## src/ddsc_pkg.sv

```systemverilog
/*
 * Package of the dual converter serial control: command codes, field
 * positions, power-on defaults and the grouped state of both channels.
 * Assumes nothing of its surroundings; shared by the control and the
 * command executor.
 */
package ddsc_pkg;
    localparam int VAL_W = 10;
    localparam int CMD_W = 6;
    localparam int FRAME_W = 16;
    localparam int RANGE_W = 3;
    localparam logic [4:0] I2C_ADDR_FIXED = 5'h0C;
    localparam logic [5:0] SPI_FRAME_BITS = 6'h10;
    localparam logic [5:0] I2C_EXEC_CLOCK = 6'h1A;
    localparam logic [3:0] I2C_BITS_PER_BYTE = 4'h8;
    localparam logic [3:0] I2C_ACK_SLOT = 4'h9;
    localparam logic [RANGE_W-1:0] RANGE_DEFAULT = 3'h0;
    localparam logic [RANGE_W-1:0] RANGE_TOP = 3'h5;
    localparam logic REF_EXTERNAL = 1'b1;

    localparam logic [5:0] CMD_NOP = 6'h00;
    localparam logic [5:0] CMD_LOAD_BOTH = 6'h01;
    localparam logic [5:0] CMD_LOAD_A = 6'h02;
    localparam logic [5:0] CMD_LOAD_B = 6'h03;
    localparam logic [5:0] CMD_IN_BOTH = 6'h04;
    localparam logic [5:0] CMD_IN_A = 6'h05;
    localparam logic [5:0] CMD_IN_B = 6'h06;
    localparam logic [5:0] CMD_UPD_BOTH = 6'h07;
    localparam logic [5:0] CMD_UPD_A = 6'h09;
    localparam logic [5:0] CMD_UPD_B = 6'h0A;
    localparam logic [5:0] CMD_REF_INT = 6'h0B;
    localparam logic [5:0] CMD_REF_EXT = 6'h0C;
    localparam logic [5:0] CMD_SD_BOTH = 6'h0D;
    localparam logic [5:0] CMD_SD_A = 6'h0E;
    localparam logic [5:0] CMD_SD_B = 6'h0F;
    localparam logic [5:0] CMD_RANGE_A = 6'h10;
    localparam logic [5:0] CMD_PU_BOTH = 6'h2D;
    localparam logic [5:0] CMD_PU_A = 6'h2E;
    localparam logic [5:0] CMD_PU_B = 6'h2F;
    localparam logic [5:0] CMD_RANGE_B = 6'h30;

    // one received command: code plus value
    typedef struct packed {
        logic [CMD_W-1:0] code;
        logic [VAL_W-1:0] value;
    } ddsc_cmd_type;

    // state of one converter channel
    typedef struct packed {
        logic [VAL_W-1:0] inputReg;
        logic [VAL_W-1:0] dacReg;
        logic [RANGE_W-1:0] range;
        logic shutdown;
    } ddsc_chan_type;
endpackage : ddsc_pkg

```

## src/ddsc_top.sv

```systemverilog
/*
 * Serial control of a dual 10-bit current converter: SPI or I2C slave
 * selected by a strap, feeding the command executor. Assumes all pins
 * are asynchronous to clk and the serial clock is far slower than clk.
 */
`timescale 1ns/100ps
`default_nettype none
module ddsc_top
    import ddsc_pkg::*;
(
    input wire logic clk,
    input wire logic rst_b,
    input wire logic spiSelect,
    input wire logic serialClk,
    input wire logic dataIn,
    output logic sdaOut,
    output logic sdaOe,
    input wire logic chipSel_b,
    input wire logic addressStrapLow,
    input wire logic addressStrapHigh,
    output logic [VAL_W-1:0] channelACode,
    output logic [VAL_W-1:0] channelBCode,
    output logic [RANGE_W-1:0] channelARange,
    output logic [RANGE_W-1:0] channelBRange,
    output logic channelAEnable,
    output logic channelBEnable,
    output logic refExternal
);
    import ddsc_pkg::*;

    typedef enum logic [2:0] {
        I2C_IDLE = 3'b000,
        I2C_ADDR = 3'b001,
        I2C_DATA = 3'b010,
        I2C_ACK = 3'b011,
        I2C_IGNORE = 3'b100
    } ddsc_i2c_state_type;

    // two-stage synchronisers; stage one feeds only stage two
    logic [4:0] syncA_r, syncB_r, prev_r;
    always_ff @(posedge clk) begin
        if (!rst_b) begin
            syncA_r <= 5'h1F;
            syncB_r <= 5'h1F;
            prev_r <= 5'h1F;
        end else begin
            syncA_r <= {spiSelect, serialClk, dataIn, chipSel_b, 1'b1};
            syncB_r <= syncA_r;
            prev_r <= syncB_r;
        end
    end

    // address straps are pins as well; two flops before the match compare
    logic [1:0] strapA_r, strapB_r;
    always_ff @(posedge clk) begin
        if (!rst_b) begin
            strapA_r <= 2'h0;
            strapB_r <= 2'h0;
        end else begin
            strapA_r <= {addressStrapHigh, addressStrapLow};
            strapB_r <= strapA_r;
        end
    end

    wire modeSpi = syncB_r[4];
    wire sclS = syncB_r[3];
    wire sdaS = syncB_r[2];
    wire csS = syncB_r[1];
    wire sclRise = sclS && !prev_r[3];
    wire sclFall = !sclS && prev_r[3];
    // start/stop only while the clock stays high
    wire i2cStart = !modeSpi && sclS && prev_r[3] && !sdaS && prev_r[2];
    wire i2cStop = !modeSpi && sclS && prev_r[3] && sdaS && !prev_r[2];
    wire csRise = csS && !prev_r[1];

    // SPI: shift while selected, execute on select rising
    logic [FRAME_W-1:0] spiShift_r;
    logic [5:0] spiCount_r;
    always_ff @(posedge clk) begin
        if (!rst_b) begin
            spiShift_r <= '0;
            spiCount_r <= '0;
        end else if (!modeSpi || csS) begin
            spiCount_r <= '0;
        end else if (sclRise) begin
            spiShift_r <= {spiShift_r[FRAME_W-2:0], sdaS};
            if (spiCount_r != SPI_FRAME_BITS) begin
                spiCount_r <= spiCount_r + 6'h01;
            end
        end
    end
    // a short frame is executed as-is; the master must not cut it
    wire spiExec = modeSpi && csRise && (spiCount_r != '0);

    // I2C receiver
    ddsc_i2c_state_type st_r, st_nxt;
    logic [3:0] bitCnt_r;
    logic [7:0] byteSh_r;
    logic [1:0] byteIdx_r;
    logic [5:0] sclCount_r;
    logic [CMD_W+1:0] cmdByte_r;
    logic ackDrive_r;

    wire [7:0] ownAddr = {I2C_ADDR_FIXED, strapB_r, 1'b0};
    wire [7:0] shiftNext = {byteSh_r[6:0], sdaS};
    wire addrMatch = (shiftNext == ownAddr);
    wire byteDone = sclRise && (bitCnt_r == I2C_BITS_PER_BYTE - 4'h1);
    wire i2cExec = !modeSpi && sclRise && (st_r == I2C_DATA) && (byteIdx_r == 2'h2)
        && (sclCount_r == I2C_EXEC_CLOCK - 6'h01);

    // next-state for the byte sequencer
    always_comb begin
        st_nxt = st_r;
        case (st_r)
            I2C_IDLE: st_nxt = I2C_IDLE;
            I2C_ADDR: begin
                if (byteDone) begin
                    st_nxt = addrMatch ? I2C_ACK : I2C_IGNORE;
                end
            end
            I2C_DATA: begin
                if (byteDone) begin
                    st_nxt = I2C_ACK;
                end
            end
            I2C_ACK: begin
                if (sclRise && byteIdx_r == 2'h3) begin
                    st_nxt = I2C_IGNORE; // extra bytes not acked
                end else if (sclRise) begin
                    st_nxt = I2C_DATA;
                end
            end
            I2C_IGNORE: st_nxt = I2C_IGNORE;
            default: st_nxt = I2C_IDLE;
        endcase
        if (modeSpi || i2cStop) begin
            st_nxt = I2C_IDLE;
        end else if (i2cStart) begin
            st_nxt = I2C_ADDR;
        end
    end

    always_ff @(posedge clk) begin
        if (!rst_b) begin
            st_r <= I2C_IDLE;
        end else begin
            st_r <= st_nxt;
        end
    end

    // bit and byte counting; clock count restarts at each START
    always_ff @(posedge clk) begin
        if (!rst_b || i2cStart || modeSpi) begin
            bitCnt_r <= '0;
            byteIdx_r <= '0;
            sclCount_r <= '0;
            byteSh_r <= '0;
        end else if (sclRise) begin
            sclCount_r <= sclCount_r + 6'h01;
            if (st_r == I2C_ACK) begin
                bitCnt_r <= '0;
            end else begin
                byteSh_r <= shiftNext;
                bitCnt_r <= byteDone ? '0 : bitCnt_r + 4'h1;
                if (byteDone && byteIdx_r != 2'h3) begin
                    byteIdx_r <= byteIdx_r + 2'h1;
                end
            end
        end
    end

    // first data byte holds command and value high bits
    always_ff @(posedge clk) begin
        if (!rst_b) begin
            cmdByte_r <= '0;
        end else if (st_r == I2C_DATA && byteDone && byteIdx_r == 2'h1) begin
            cmdByte_r <= shiftNext;
        end
    end

    // ack drive: set on the falling edge entering the ninth clock, released
    // on the falling edge that ends it, so SDA stays low through its high;
    // leaving the ack state at the ninth rise must not let go of the line
    always_ff @(posedge clk) begin
        if (!rst_b || modeSpi) begin
            ackDrive_r <= 1'b0;
        end else if (i2cStart || i2cStop) begin
            ackDrive_r <= 1'b0;
        end else if (sclFall && ackDrive_r) begin
            ackDrive_r <= 1'b0;
        end else if (sclFall && st_r == I2C_ACK) begin
            ackDrive_r <= 1'b1;
        end
    end

    assign sdaOut = 1'b0; // open drain: only ever pulls low
    assign sdaOe = ackDrive_r && !modeSpi;

    // one execute strobe from whichever port is active
    wire execStb = spiExec || i2cExec;
    ddsc_cmd_type cmdIn;
    assign cmdIn = modeSpi ? spiShift_r
        : {cmdByte_r, shiftNext};

    ddsc_chan_type chanA, chanB;
    ddsc_exec u_exec (
        .clk(clk),
        .rst_b(rst_b),
        .execStb(execStb),
        .cmd(cmdIn),
        .chanA(chanA),
        .chanB(chanB),
        .refExternal(refExternal)
    );

    // shutdown only gates the outputs; registers still update
    assign channelACode = chanA.dacReg;
    assign channelBCode = chanB.dacReg;
    assign channelARange = chanA.range;
    assign channelBRange = chanB.range;
    assign channelAEnable = !chanA.shutdown;
    assign channelBEnable = !chanB.shutdown;
endmodule : ddsc_top
`default_nettype wire

```

## src/ddsc_exec.sv

```systemverilog
/*
 * Command executor: applies one received command to both channels and
 * the reference mode. Assumes a one-cycle execute strobe on clk.
 */
`timescale 1ns/100ps
`default_nettype none
module ddsc_exec
    import ddsc_pkg::*;
(
    input wire logic clk,
    input wire logic rst_b,
    input wire logic execStb,
    input wire ddsc_pkg::ddsc_cmd_type cmd,
    output ddsc_pkg::ddsc_chan_type chanA,
    output ddsc_pkg::ddsc_chan_type chanB,
    output logic refExternal
);
    ddsc_chan_type chanA_r, chanA_nxt, chanB_r, chanB_nxt;
    logic refExt_r, refExt_nxt;

    function automatic logic inRange(input logic [5:0] code, input logic [5:0] base);
        inRange = (code >= base) && (code <= base + {3'h0, RANGE_TOP});
    endfunction : inRange

    // next state from the command; undefined codes fall through untouched
    always_comb begin
        chanA_nxt = chanA_r;
        chanB_nxt = chanB_r;
        refExt_nxt = refExt_r;
        if (execStb) begin
            case (cmd.code)
                CMD_LOAD_BOTH: begin
                    chanA_nxt.inputReg = cmd.value;
                    chanA_nxt.dacReg = cmd.value;
                    chanB_nxt.inputReg = cmd.value;
                    chanB_nxt.dacReg = cmd.value;
                end
                CMD_LOAD_A: begin
                    chanA_nxt.inputReg = cmd.value;
                    chanA_nxt.dacReg = cmd.value;
                end
                CMD_LOAD_B: begin
                    chanB_nxt.inputReg = cmd.value;
                    chanB_nxt.dacReg = cmd.value;
                end
                CMD_IN_BOTH: begin
                    chanA_nxt.inputReg = cmd.value;
                    chanB_nxt.inputReg = cmd.value;
                end
                CMD_IN_A: chanA_nxt.inputReg = cmd.value;
                CMD_IN_B: chanB_nxt.inputReg = cmd.value;
                CMD_UPD_BOTH: begin
                    chanA_nxt.dacReg = chanA_r.inputReg;
                    chanB_nxt.dacReg = chanB_r.inputReg;
                end
                CMD_UPD_A: chanA_nxt.dacReg = chanA_r.inputReg;
                CMD_UPD_B: chanB_nxt.dacReg = chanB_r.inputReg;
                CMD_REF_INT: refExt_nxt = ~REF_EXTERNAL;
                CMD_REF_EXT: refExt_nxt = REF_EXTERNAL;
                CMD_SD_BOTH: begin
                    chanA_nxt.shutdown = 1'b1;
                    chanB_nxt.shutdown = 1'b1;
                end
                CMD_SD_A: chanA_nxt.shutdown = 1'b1;
                CMD_SD_B: chanB_nxt.shutdown = 1'b1;
                CMD_PU_BOTH: begin
                    chanA_nxt.shutdown = 1'b0;
                    chanB_nxt.shutdown = 1'b0;
                end
                CMD_PU_A: chanA_nxt.shutdown = 1'b0;
                CMD_PU_B: chanB_nxt.shutdown = 1'b0;
                default: begin
                    // range codes, ascending from the smallest span
                    if (inRange(cmd.code, CMD_RANGE_A)) begin
                        chanA_nxt.range = RANGE_W'(cmd.code - CMD_RANGE_A);
                    end else if (inRange(cmd.code, CMD_RANGE_B)) begin
                        chanB_nxt.range = RANGE_W'(cmd.code - CMD_RANGE_B);
                    end
                end
            endcase
        end
    end

    // power-on defaults: external reference, lowest range, powered up
    always_ff @(posedge clk) begin
        if (!rst_b) begin
            chanA_r <= '{inputReg: '0, dacReg: '0, range: RANGE_DEFAULT, shutdown: 1'b0};
            chanB_r <= '{inputReg: '0, dacReg: '0, range: RANGE_DEFAULT, shutdown: 1'b0};
            refExt_r <= REF_EXTERNAL;
        end else begin
            chanA_r <= chanA_nxt;
            chanB_r <= chanB_nxt;
            refExt_r <= refExt_nxt;
        end
    end

    assign chanA = chanA_r;
    assign chanB = chanB_r;
    assign refExternal = refExt_r;
endmodule : ddsc_exec
`default_nettype wire

```

## config.mk

```make
export PLATFORM = sky130hd
export DESIGN_NAME = ddsc_top
export DESIGN_NICKNAME = d
export VERILOG_FILES = /design/src/ddsc_pkg.sv /design/src/ddsc_top.sv /design/src/ddsc_exec.sv
export SDC_FILE = /design/constraint.sdc
export NUM_CORES = 1
export LEC_CHECK = 0
export BUFFER_PORTS_ARGS = -buffer_cell sky130_fd_sc_hd__buf_2
export CAP_MARGIN = 20
export CORE_ASPECT_RATIO = 1.4
export CORE_MARGIN = 2
export CORE_UTILIZATION = 40
export CTS_CLUSTER_DIAMETER = 80
export DETAILED_ROUTE_END_ITERATION = 12
export MAX_ROUTING_LAYER = met4
export SLEW_MARGIN = 20
export SYNTH_ARGS = -nofsm -noshare
export SYNTH_HDL_FRONTEND = slang
export SYNTH_SLANG_ARGS = --single-unit
```

## constraint.sdc

```tcl
create_clock -name clk -period 1.91 [get_ports clk]
set_input_delay 0.382 -clock clk [delete_from_list [all_inputs] [get_ports clk]]
set_output_delay 0.382 -clock clk [all_outputs]
set_load 0.05 [all_outputs]
```

==> run_results.csv <==
group,metric,value,unit
die,initial_core_util,0.4118,
finish,syn_to_final_growth,31.65,%
logic_synthesis,synth_top_area_frac,0.4229,
clock_network,cts_tree,"yes",
die,fp.coreArea,0.01345,mm^2
logic_synthesis,synthCells,616,
critical_path,worst_setup_path_start_kind,"flip-flop",
pwr,power_leakage,0.002688,uW
timing,fin_tns_setup,-8401,ps
clock_network,cts.clk_slew.worst_paths,50,ps
logic_synthesis,synth_top_area_cell,"dfxtp_1",
timing,period_needed,2185,ps
critical_path,crit_slowest_cell,"or4_4",
timing,worst_pin_slew,661.4,ps
timing,slew_headroom,0.5591,
placement,dp_hpwl,10220,um
critical_path,crit_path_max_fanout,12,
critical_path,critPathMaxStageDelay,590,ps
critical_path,setup.worst_path.end_class,"flip-flop",
critical_path,r2r_cells,6,
finish,design_area,0.007292,mm^2
timing,timing.final.crit_share,1.144,
clock_network,cts_max_path_buffers,2,
clock_network,clock-root-buffer,"clkbuf_16",
clock_network,cts_buffers,17,
min_path,min_path_cells,2,
min_path,hp-start,"chipSel_b",
timing,fin_hold_ws,144.3,ps
logic_synthesis,synth.yosys.seq_area_share,0.4229,
job,cap_viol_max_count,0,
placement,dpl_cell_area,0.006171,mm^2
drt,detailroute.via_count,4786,
pwr,power_density,808.8,mW/mm^2
status,violations,"setup timing",
finish,drive_above_1_share,0.3362,
finish,n_antenna_cell,0,
global_routing,grt_max_degree,55,
timing,skew,6.642,ps
global_routing,overflow,0,
critical_path,cp-startpoint,"sclCount_r[5]",
die,row_count,50,
drt,drt-wirelength-per-cell,16.89,um
logic_synthesis,synth_seq_cells,117,
global_routing,grt_pass1_wl,22850,um
die,die_area,0.01482,mm^2
timing,slew_viol_final,0,
logic_synthesis,synth.area.top_cells,"dfxtp_1, mux2i_1, nand2_1",
drt,drt-total-wl,14930,um
timing,setup_ws,-275.2,ps
logic_synthesis,synth.distinct_cells,53,
drt,drt-vias-per-instance,5.414,
clock_network,htreeDepth,4,
logic_synthesis,synth_area,0.005539,mm^2
drt,firstDrtPassIters,5,
critical_path,r2r_end,"u_exec.chanA[9]",
placement,numPortBuffers,37,
timing,fmax,0.4576,GHz
status,outcome,"finished with violations",
min_path,hold_class,"input port to flip-flop",
global_routing,antenna_found_initial,0,
die,die_w,103.5,um
global_routing,grt_pass1_vias,4570,
critical_path,critical_path_class,"flip-flop to flip-flop",
logic_synthesis,ys.flop_type,"dfxtp_1",
die,io_pins,39,
drt,drtIter0Drc,259,
logic_synthesis,ys_warn_count,0,
logic_synthesis,syn_avg_cell_area,8.992,um^2
logic_synthesis,synth_edf_count,0,
placement,gp_congestion,0.7894,
critical_path,crit_required,2250,ps
critical_path,worst-endpoint-arrival,2520,ps
critical_path,reg2reg_slack,-280,ps
logic_synthesis,synth_fp_nets,632,
clock_network,clock-sinks,117,
die,die_h,143.2,um
timing,finalSetupViolCount,43,
timing,hold_violations,0,
pwr,peakVddDrop,0.0005685,V
drt,ant_nets,0,
min_path,min_to,"syncA_r[1]",
clock_network,clk_latency,420,ps
critical_path,critical_path.cell_chain,"or3_4 > or4_4 > a21oi_1 > buf_4 > o2111ai_1 > a21oi_1",
finish,final_nets,705,
critical_path,r2r_start,"sclCount_r[5]",
timing,rsz0062_at_grt,"true",
finish,fillers,1206,
logic_synthesis,ys_async_sr_fraction,0,
global_routing,track_usage,0.2100,
critical_path,crit_top_cell,"a21oi_1",
drt,drc,0,
-- through the flow --
stage	utilization	power (uW)	worst slack, ps	std cells
floorplan	-	2609	-24.41	616
global placement	0.4588	2649	-213.1	835
detailed placement	0.4588	2652	-249.1	835
CTS	0.5203	5940	-236.2	874
global route	0.5421	6081	-323.6	884
finish	0.5421	5898	-275.2	884
-- metal layers --
layer	wire length [um]	GRT usage	up-vias
met1	5855	0.2264	2310
met2	8132	0.3640	115
met4	463	0.09972	0
li1	-	-	2320
met3	479	0.03965	41
met5	0	-	-
-- registers in the layout, indices dropped and copies added (netlist names), 4 cells and up --
name	cells
bitCnt_r	4
byteSh_r	7
spiShift_r	16
u_exec.chanA	24
sclCount_r	6
cmdByte_r	8
syncB_r	4
syncA_r	4
spiCount_r	6
u_exec.chanB	24
-- logic make-up (layout without fill, tap and decap cells) --
kind of cell             count (synthesis)  after routing  share of synthesized area
AO/OA/AOI/OAI                          134            134                     0.1642
buffers and inverters                   72            158                    0.07228
other                                    1              1                  0.0006770
multiplexers                            53             53                     0.1014
XOR/XNOR                                16             16                    0.02530
adder cells (fa/ha/maj)                  8              8                    0.01807
flip-flops                             117            117                     0.4229
AND/OR/NAND/NOR                        215            215                     0.1952
-- cells in the final DEF (no fill, tap or decap), types with 16 or more instances in the layout --
cell type  Yosys  routed
a21oi_1       51      50
nand2_1       78      77
dfxtp_1      117     111
a211oi_2      11      16
buf_4         31      62
nor2_1        53      49
buf_2          9      37
mux2i_1       34      31
clkbuf_16      0      20
nand2b_1      16      16
-- repair_timing --
item,CTS,global route
pin swaps,6,24
gates cloned,2,5
hold buffers,0,0
buffers inserted,5,8
setup endpoints to repair,49,49
resized for setup,28,46
endpoints found under the hold margin,0,0
-- synthesized netlist by cell type (10+ instances only) --
cell type and number:
nand2_1 78, o21ai_0 20, mux2_2 16, a211oi_2 11, buf_4 31, nor2_1 53
mux2i_1 34, nor3_1 11, or4_1 11, a211oi_1 14, o2111ai_1 10, clkbuf_1 20
nand2b_1 16, a21oi_1 51, dfxtp_1 117, o22ai_1 10
-- critical path, delay by kind of cell, from the launching register on --
family	cells	cell delay (ps)
AO/OA/AOI/OAI	3	570
buffers and inverters	1	240
AND/OR/NAND/NOR	2	970
flip-flops	1	320
-- final cells by class --
class / instances / area, um^2 / share of cell area
flip-flops and latches: 117 / 2352 / 0.3226
inverters: 10 / 37.54 / 0.005148
multi-input cells: 427 / 3097 / 0.4247
clock buffers: 17 / 425.4 / 0.05834
clock inverters: 15 / 187.7 / 0.02574
well taps: 182 / 227.7 / 0.03123
repair buffers: 116 / 964.7 / 0.1323
-- worst max-delay path by stage --
stage | cells after the start | slack, ps | endpoint
after CTS | 6 | -240 | u_exec.chanA[21]
after detailed placement | 9 | -250 | u_exec.chanA[21]
after global placement | 8 | -210 | u_exec.chanB[2]
after floorplan | 7 | -20 | u_exec.chanA[18]
after global routing | 6 | -320 | u_exec.chanA[12]
final | 6 | -280 | u_exec.chanA[9]
-- where the power goes --
group	internal [uW]	switching (uW)	total, uW	leakage (uW)
Sequential	2460	8.42	2460	0.000948
Clock	2160	1130	3280	0.000290
Combinational	55.8	93.5	149	0.00145
Total	4670	1230	5900	0.00269
Note: power is estimated with default switching activity, not from simulation.
